File: config.mk
export PLATFORM = sky130hd
export DESIGN_NAME = tgcc_top
export DESIGN_NICKNAME = d
export VERILOG_FILES = /design/src/pkg/tgcc_pkg.sv /design/src/pkg/tgcc_wdt_if.sv /design/src/verilog/tgcc_sync.sv /design/src/verilog/tgcc_top.sv /design/src/verilog/tgcc_wdt.sv
export SDC_FILE = /design/constraint.sdc
export NUM_CORES = 1
export LEC_CHECK = 0
export BUFFER_PORTS_ARGS = -buffer_cell sky130_fd_sc_hd__buf_4
export CAP_MARGIN = 10
export CORE_MARGIN = 1.5
export CORE_UTILIZATION = 60
export CTS_CLUSTER_DIAMETER = 100
export DETAILED_ROUTE_END_ITERATION = 8
export PLACE_DENSITY = 0.8
export SLEW_MARGIN = 20
export SYNTH_ARGS = -nofsm -noshare
export SYNTH_HDL_FRONTEND = slang
export SYNTH_HIERARCHICAL = 1
export SYNTH_SLANG_ARGS = --single-unit
File: constraint.sdc
create_clock -name clk -period 2.61 [get_ports clk]
set_input_delay 0.1305 -clock clk [delete_from_list [all_inputs] [get_ports clk]]
set_output_delay 0.1305 -clock clk [all_outputs]
set_load 0.05 [all_outputs]
File: src/pkg/tgcc_pkg.sv
// Constants shared by the timer gate count control block
package tgcc_pkg;
    localparam int ADDR_W = 3;
    localparam int DATA_W = 8;
    localparam int COUNT_W = 16;
    localparam int SYNC_STAGES = 2;
    localparam int WDT_BASE_CYC = 16;

    // ***************************************************
    // Register offsets
    // ***************************************************
    localparam logic [2:0] OFS_CTRL = 3'h0;
    localparam logic [2:0] OFS_COUNT_L = 3'h1;
    localparam logic [2:0] OFS_COUNT_H = 3'h2;
    localparam logic [2:0] OFS_OPT = 3'h3;
    localparam logic [2:0] OFS_T0 = 3'h4;
    localparam logic [2:0] OFS_T2 = 3'h5;
    localparam logic [2:0] OFS_T2_PER = 3'h6;

    // ***************************************************
    // Field positions and reset values
    // ***************************************************
    localparam int CTRL_ON = 0;
    localparam int CTRL_GE = 1;
    localparam int CTRL_POL = 2;
    localparam int CTRL_TGL = 3;
    localparam int CTRL_GSS = 4;
    localparam int CTRL_GACT = 6;
    localparam int OPT_RATIO = 0;
    localparam int OPT_PREASSIGN = 3;
    localparam int OPT_WDTE = 4;
    localparam logic [7:0] CTRL_RST = 8'h00;
    localparam logic [7:0] OPT_RST = 8'h0F;
    localparam logic [7:0] T2_PER_RST = 8'hFF;
    localparam logic [7:0] BYTE_ZERO = 8'h00;
    localparam logic [7:0] BYTE_MAX = 8'hFF;
    localparam logic [15:0] COUNT_RST = 16'h0000;

    // ***************************************************
    // Gate source codes
    // ***************************************************
    localparam logic [1:0] GSS_PIN = 2'h0;
    localparam logic [1:0] GSS_T0 = 2'h1;
    localparam logic [1:0] GSS_T2 = 2'h2;
    localparam logic [1:0] GSS_WDT = 2'h3;
endpackage

File: src/pkg/tgcc_wdt_if.sv
// Link between the gate control and the watchdog interval counter
`timescale 1ns/1ps
interface tgcc_wdt_if;
    logic run;
    logic clear;
    logic assign_pre;
    logic [2:0] ratio;
    logic reset_enable;
    logic overflow;
    logic reset_req;

    modport ctl (output run, output clear, output assign_pre, output ratio, output reset_enable,
                 input overflow, input reset_req);
    modport wdt (input run, input clear, input assign_pre, input ratio, input reset_enable,
                 output overflow, output reset_req);
endinterface

File: src/verilog/tgcc_sync.sv
// Two-stage synchroniser for levels arriving from outside the clock domain
`timescale 1ns/1ps
module tgcc_sync
#(
    parameter int W = 1
)
(
    input wire logic clk,
    input wire logic rst_b,
    input wire logic [W-1:0] d,
    output logic [W-1:0] q
);
    logic [W-1:0] meta_r;

    if (W < 1)
    begin : g_chk
        $error("tgcc_sync needs W of at least 1");
    end

    always_ff @(posedge clk or negedge rst_b)
    begin
        if (!rst_b)
        begin
            meta_r <= '0;
            q <= '0;
        end
        else
        begin
            meta_r <= d;
            q <= meta_r;
        end
    end
endmodule // tgcc_sync

File: src/verilog/tgcc_top.sv
// Timer counter with gate count control and its gate sources
//
// The register offsets and the plain strobed port were chosen for this implementation.
`timescale 1ns/1ps
module tgcc_top
#(
    parameter int WDT_BASE = tgcc_pkg::WDT_BASE_CYC
)
(
    input wire logic clk,
    input wire logic rst_b,
    input wire logic [tgcc_pkg::ADDR_W-1:0] addr,
    input wire logic [tgcc_pkg::DATA_W-1:0] wdata,
    input wire logic wr,
    input wire logic rd,
    output logic [tgcc_pkg::DATA_W-1:0] rdata,
    input wire logic gate_input_pin,
    input wire logic timer_clock_source,
    input wire logic t0_tick,
    input wire logic t2_tick,
    input wire logic wdt_clear,
    output logic [tgcc_pkg::COUNT_W-1:0] counter_value,
    output logic gate_active,
    output logic t0_overflow,
    output logic t2_match,
    output logic wdt_osc_on,
    output logic wdt_reset_req
);
    import tgcc_pkg::*;

    // ***************************************************
    // Declarations
    // ***************************************************
    logic [7:0] ctrl_r;
    logic [7:0] opt_r;
    logic [15:0] count_r;
    logic [7:0] t0_r;
    logic [7:0] t2_r;
    logic [7:0] t2_per_r;
    logic [7:0] rdata_r;
    logic [7:0] rd_nxt;
    logic t0_ovf_r;
    logic t2_match_r;
    logic wdt_ovf_r;
    logic clk_src_prev_r;
    logic gate_prev_r;
    logic toggle_r;
    logic [1:0] sync_q;
    logic pin_s;
    logic clk_src_s;
    logic src_edge;
    logic counter_on;
    logic gate_count_enable;
    logic gate_polarity_select;
    logic gate_toggle;
    logic [1:0] gate_source_select;
    logic gate_level;
    logic gate_match;
    logic gate_ok;

    tgcc_wdt_if wif ();

    function automatic logic [7:0] inc8(input logic [7:0] v);
        return v + 8'h01;
    endfunction

    // ***************************************************
    // Control fields
    // ***************************************************
    assign counter_on = ctrl_r[CTRL_ON];
    assign gate_count_enable = ctrl_r[CTRL_GE];
    assign gate_polarity_select = ctrl_r[CTRL_POL];
    assign gate_toggle = ctrl_r[CTRL_TGL];
    assign gate_source_select = ctrl_r[CTRL_GSS +: 2];

    // ***************************************************
    // Register writes
    // ***************************************************
    always_ff @(posedge clk or negedge rst_b)
    begin
        if (!rst_b)
        begin
            ctrl_r <= CTRL_RST;
            opt_r <= OPT_RST;
            t2_per_r <= T2_PER_RST;
        end
        else if (wr)
        begin
            if (addr == OFS_CTRL)
            begin
                ctrl_r <= {2'h0, wdata[5:0]};
            end
            if (addr == OFS_OPT)
            begin
                opt_r <= {3'h0, wdata[4:0]};
            end
            if (addr == OFS_T2_PER)
            begin
                t2_per_r <= wdata;
            end
        end
    end

    // ***************************************************
    // Input synchronisation
    // ***************************************************
    tgcc_sync #(.W(2)) u_sync
    (
        .clk(clk),
        .rst_b(rst_b),
        .d({timer_clock_source, gate_input_pin}),
        .q(sync_q)
    );

    assign pin_s = sync_q[0];
    assign clk_src_s = sync_q[1];

    always_ff @(posedge clk or negedge rst_b)
    begin
        if (!rst_b)
        begin
            clk_src_prev_r <= 1'b0;
        end
        else
        begin
            clk_src_prev_r <= clk_src_s;
        end
    end

    assign src_edge = clk_src_s && !clk_src_prev_r;

    // ***************************************************
    // Eight-bit timer
    // ***************************************************
    always_ff @(posedge clk or negedge rst_b)
    begin
        if (!rst_b)
        begin
            t0_r <= BYTE_ZERO;
            t0_ovf_r <= 1'b0;
        end
        else
        begin
            t0_ovf_r <= t0_tick && (t0_r == BYTE_MAX);
            if (wr && addr == OFS_T0)
            begin
                t0_r <= wdata;
            end
            else if (t0_tick)
            begin
                t0_r <= inc8(t0_r);
            end
        end
    end

    // ***************************************************
    // Second timer with period match
    // ***************************************************
    always_ff @(posedge clk or negedge rst_b)
    begin
        if (!rst_b)
        begin
            t2_r <= BYTE_ZERO;
            t2_match_r <= 1'b0;
        end
        else
        begin
            t2_match_r <= t2_tick && (t2_r == t2_per_r);
            if (wr && addr == OFS_T2)
            begin
                t2_r <= wdata;
            end
            else if (t2_tick)
            begin
                t2_r <= (t2_r == t2_per_r) ? BYTE_ZERO : inc8(t2_r);
            end
        end
    end

    // ***************************************************
    // Watchdog counter
    // ***************************************************
    assign wif.run = opt_r[OPT_WDTE] || (gate_count_enable && gate_source_select == GSS_WDT);
    assign wif.clear = wdt_clear;
    assign wif.assign_pre = opt_r[OPT_PREASSIGN];
    assign wif.ratio = opt_r[OPT_RATIO +: 3];
    assign wif.reset_enable = opt_r[OPT_WDTE];

    tgcc_wdt #(.BASE(WDT_BASE)) u_wdt
    (
        .clk(clk),
        .rst_b(rst_b),
        .w(wif.wdt)
    );

    always_ff @(posedge clk or negedge rst_b)
    begin
        if (!rst_b)
        begin
            wdt_ovf_r <= 1'b0;
        end
        else
        begin
            wdt_ovf_r <= wif.overflow;
        end
    end

    // ***************************************************
    // Gate source selection and polarity
    // ***************************************************
    always_comb
    begin
        case (gate_source_select)
            GSS_PIN: gate_level = pin_s;
            GSS_T0: gate_level = t0_ovf_r;
            GSS_T2: gate_level = t2_match_r;
            GSS_WDT: gate_level = wdt_ovf_r;
            default: gate_level = 1'b0;
        endcase
    end

    assign gate_match = (gate_level == gate_polarity_select);

    // Toggle mode flips the gate on each rise of the matched level
    always_ff @(posedge clk or negedge rst_b)
    begin
        if (!rst_b)
        begin
            gate_prev_r <= 1'b0;
            toggle_r <= 1'b0;
        end
        else
        begin
            gate_prev_r <= gate_match;
            if (!gate_toggle || !gate_count_enable)
            begin
                toggle_r <= 1'b0;
            end
            else if (gate_match && !gate_prev_r)
            begin
                toggle_r <= !toggle_r;
            end
        end
    end

    assign gate_ok = gate_toggle ? toggle_r : gate_match;

    // ***************************************************
    // Main counter
    // ***************************************************
    always_ff @(posedge clk or negedge rst_b)
    begin
        if (!rst_b)
        begin
            count_r <= COUNT_RST;
        end
        else if (wr && addr == OFS_COUNT_L)
        begin
            count_r[7:0] <= wdata;
        end
        else if (wr && addr == OFS_COUNT_H)
        begin
            count_r[15:8] <= wdata;
        end
        else if (counter_on && src_edge && (!gate_count_enable || gate_ok))
        begin
            count_r <= count_r + 16'h0001;
        end
    end

    // ***************************************************
    // Register reads
    // ***************************************************
    always_comb
    begin
        case (addr)
            OFS_CTRL: rd_nxt = {1'b0, gate_ok, ctrl_r[5:0]};
            OFS_COUNT_L: rd_nxt = count_r[7:0];
            OFS_COUNT_H: rd_nxt = count_r[15:8];
            OFS_OPT: rd_nxt = opt_r;
            OFS_T0: rd_nxt = t0_r;
            OFS_T2: rd_nxt = t2_r;
            OFS_T2_PER: rd_nxt = t2_per_r;
            default: rd_nxt = BYTE_ZERO;
        endcase
    end

    always_ff @(posedge clk or negedge rst_b)
    begin
        if (!rst_b)
        begin
            rdata_r <= BYTE_ZERO;
        end
        else
        begin
            rdata_r <= rd ? rd_nxt : BYTE_ZERO;
        end
    end

    assign rdata = rdata_r;
    assign counter_value = count_r;
    assign gate_active = gate_ok;
    assign t0_overflow = t0_ovf_r;
    assign t2_match = t2_match_r;
    assign wdt_osc_on = wif.run;
    assign wdt_reset_req = wif.reset_req;
endmodule // tgcc_top

File: src/verilog/tgcc_wdt.sv
// Watchdog interval counter with prescaler, usable as a gate source
`timescale 1ns/1ps
module tgcc_wdt
#(
    parameter int BASE = tgcc_pkg::WDT_BASE_CYC
)
(
    input wire logic clk,
    input wire logic rst_b,
    tgcc_wdt_if.wdt w
);
    import tgcc_pkg::*;

    logic [7:0] pre_r;
    logic [15:0] base_r;
    logic [7:0] pre_mask;
    logic pre_tick;
    logic ovf_r;

    if (BASE < 2 || BASE > 65535)
    begin : g_chk
        $error("tgcc_wdt BASE must lie in 2..65535");
    end

    // Prescaler divides by two to the ratio when assigned to the watchdog
    assign pre_mask = ~(BYTE_MAX << w.ratio);
    assign pre_tick = !w.assign_pre || (pre_r == pre_mask);

    // ***************************************************
    // Interval counter
    // ***************************************************
    always_ff @(posedge clk or negedge rst_b)
    begin
        if (!rst_b)
        begin
            pre_r <= BYTE_ZERO;
            base_r <= COUNT_RST;
            ovf_r <= 1'b0;
        end
        else if (!w.run || w.clear)
        begin
            pre_r <= BYTE_ZERO;
            base_r <= COUNT_RST;
            ovf_r <= 1'b0;
        end
        else
        begin
            ovf_r <= 1'b0;
            pre_r <= pre_tick ? BYTE_ZERO : pre_r + 8'h01;
            if (pre_tick)
            begin
                if (base_r == 16'(BASE - 1))
                begin
                    base_r <= COUNT_RST;
                    ovf_r <= 1'b1;
                end
                else
                begin
                    base_r <= base_r + 16'h0001;
                end
            end
        end
    end

    assign w.overflow = ovf_r;
    // Gate use alone never raises a reset request
    assign w.reset_req = ovf_r && w.reset_enable;
endmodule // tgcc_wdt
==> summary.txt <==
Synth
  • Main synth FF type: dfrtp_1
  • Distinct cells, synth: 71
  • EDFF count, synth: 0
  • Synth Instances: 537
  • Synth warn: 6
  • Synthesized area per cell: 10.1 um^2
  • Synth Net Count: 562
  • Yosys top cell by area: dfrtp_1
  • Yosys reg bits: 94
  • Cell area after synthesis: 5430 um^2
  • Most frequent cell after synthesis: dfrtp_1
  • Most frequent cells after synthesis: dfrtp_1 (82), nor2_1 (45), nand2_1 (40)
  • Synth area leaders: dfrtp_1 (38%), dfstp_2 (5.8%), mux2_2 (4.8%)
  • Sequential element share of the synthesized area: 0.436
  • Share of the synthesized area in the top cell type: 0.378
  • FFs w/ async S/R, synth: 1.00

Global routing
  • Total Routing Usage GR: 0.291
  • Vias in the first global route: 4472
  • Grt ovf: 0
  • Initial antenna violation count: 0
  • First-pass GRT wire length: 22500 um
  • Largest net degree at the start of global routing: 95

Power and ir drop
  • Cell area power density: 790 nW/um^2
  • Int Pwr: 2840 uW
  • Clock power share: 0.196
  • P_sw: 1950 uW
  • VDD IR-drop max: 0.391 mV
  • Sw Share: 0.407
  • Flop pwr share: 0.460
  • Combinational Power Share: 0.344
  • Lkg Pwr: 0.00250 uW

Run status
  • Status: complete, no violations

Timing
  • Setup tns final: 0 ns
  • Fin Hold WS: 0.0223 ns
  • Normalized max-slew margin: 0.530
  • Fin. Hold Viols: 0
  • Final Cycle Share: 0.844
  • Max Slew Vio Count: 0
  • RSZ-0062 raised after global routing: false
  • Tmin final: 2.20 ns
  • F_max: 0.454 GHz
  • Clock Skew: 0.0138 ns
  • Setup ws final: 0.407 ns
  • Slew @ Worst Pin: 0.702 ns
  • Final Setup Violations: 0

Critical path
  • Flop-to-flop setup slack: 0.41 ns
  • Critical path class: flip-flop to flip-flop
  • Crit end category: flip-flop
  • CP Data Required Time: 2.87 ns
  • Startpoint Class: flip-flop
  • Arr. time, crit path: 2.46 ns
  • Worst reg2reg startpoint: opt_r[2]
  • R2R depth: 6
  • Reg2reg end: u_wdt/base_r[5]
  • Crit-path max FO: 13

Route
  • Final WL: 13400 um
  • Vias per cell: 6.59
  • Avg WL per Cell: 19.3 um
  • Vias: 4568
  • DR pass1 iterations: 5
  • Starting DRT DRC Count: 299
  • Remaining DRCs: 0
  • ANT nets after route: 0

Clock tree
  • Clock transition at path regs: 0.10 ns
  • CTS buffer count: 9
  • Post-cts sizing count: 0
  • Clock Tree Root: clkbuf_8
  • Setup Buffers After CTS: 0
  • Clk_lat worst skew: 0.37 ns
  • CTS Sinks: 94
  • H-tree depth: 3
  • Clock Path Buffers: 2
  • TritonCTS clock tree: done
  • CTS Hold Buffers Added: 4

Floorplan
  • DIE WIDTH: 98.1 um
  • Row count: 34
  • Starting Density: 0.619
  • Core Region: 8760 um^2
  • Die ar.: 9630 um^2
  • Number of I/O pins: 49
  • Die Y: 98.1 um

Cells and area
  • Share of layout cells above drive strength 1: 0.224
  • Ant. Diodes: 0
  • Final core occ: 0.693
  • Area Growth Syn to Fin: 11.9%
  • Final net count: 605

Worst hold path
  • Cells on Worst Hold Path: 3
  • Hold crit path type: input pin to flip-flop
  • Min-delay src: wdata[6]
  • WHS Endpoint: t0_r[6]

Placement
  • Placer Congestion: 0.919
  • Pre-CTS WS: 0.420 ns
  • Dpl hpwl: 9290 um
  • Port Buf Inserts: 48

Run
  • # Max-Cap Violations: 0
cells in the final DEF (no fill, tap or decap), types with 6 or more instances in the layout:
cell      instances
nor3_1            9
o31ai_2           7
nand2b_1          6
a21oi_1          14
dfrtp_1          82
buf_4            55
nand4_1          10
xor2_1           10
nand3_1          32
o21ai_1          11
o211ai_1          8
xnor2_1          17
mux2i_1          10
mux2_2           23
dfstp_2          12
nor2_1           45
o21ai_0          22
a22oi_1           8
a211oi_1          7
a31oi_1          15
and3_1           16
nor3b_1           8
nand2_1          40
clkbuf_8         11
o22ai_1           7
sequential cells by signal, summed over array words and instances (netlist names), 2 cells and up:
register / cells
opt_r: 5
t2_per_r: 8
u_wdt/pre_r: 8
counter_value: 16
t0_r: 8
u_wdt/base_r: 16
u_sync/q: 2
ctrl_r: 6
u_sync/meta_r: 2
t2_r: 8
rdata: 8
routing by layer:
layer	track usage	up-vias	routed length, um
li1	-	2115	-
met1	0.398	2252	5700
met2	0.462	167	6500
met3	0.0458	34	775
met4	0.126	0	376
met5	0	-	0
worst max-delay path, stage by stage, from the launching register on:
cell,delay (ns)
dfstp_2,0.67
xnor2_1,0.14
a311oi_4,0.34
o311ai_4,0.16
o21ai_4,0.24
nand3_4,0.23
o41ai_1,0.31
cell type report:
class	instances	area [um^2]
multi-input combinational	412	2900
fill	687	2690
sequential	94	2370
timing repair buffer	60	473
clock buffer	11	151
tap	108	135
clock inverter	5	41.3
inverter	3	11.3
power groups by stage:
stage | registers, uW | clock network, uW | logic, uW
after detailed placement | 2220 | 0 | 1640
after global placement | 2200 | 0 | 1590
final | 2200 | 942 | 1650
after floorplan | 2380 | 0 | 965
after CTS | 2190 | 960 | 1650
after global routing | 2250 | 996 | 1790
kinds of logic (layout without fill, tap and decap cells):
group,Yosys count,after routing,synth area share
AND/OR/NAND/NOR,214,214,0.216
AO/OA/AOI/OAI,128,128,0.175
flip-flops,94,94,0.436
multiplexers,38,38,0.0876
buffers and inverters,31,79,0.0302
XOR/XNOR,27,27,0.0436
adder cells (fa/ha/maj),5,5,0.0115
per-stage QoR:
stage | instance area [um^2] | power, uW | cells
3_3_place_gp | 5840 | 3790 | 673
4_1_cts | 6080 | 4800 | 693
5_1_grt | 6080 | 5040 | 693
2_1_floorplan | 5430 | 3350 | 537
3_5_place_dp | 5840 | 3860 | 673
6_report | 6080 | 4800 | 693
how the worst max path moves through the flow:
stage | startpoint | to | slack [ns] | cells after the start
after global placement | opt_r[2] | u_wdt/base_r[5] | 0.55 | 6
after global routing | opt_r[2] | u_wdt/base_r[5] | 0.22 | 6
after detailed placement | opt_r[2] | u_wdt/base_r[15] | 0.42 | 6
after floorplan | t2_match | rdata[6] | 0.42 | 5
after CTS | opt_r[2] | u_wdt/base_r[5] | 0.39 | 6
final | opt_r[2] | u_wdt/base_r[5] | 0.41 | 6
Note: power is estimated with default switching activity, not from simulation.
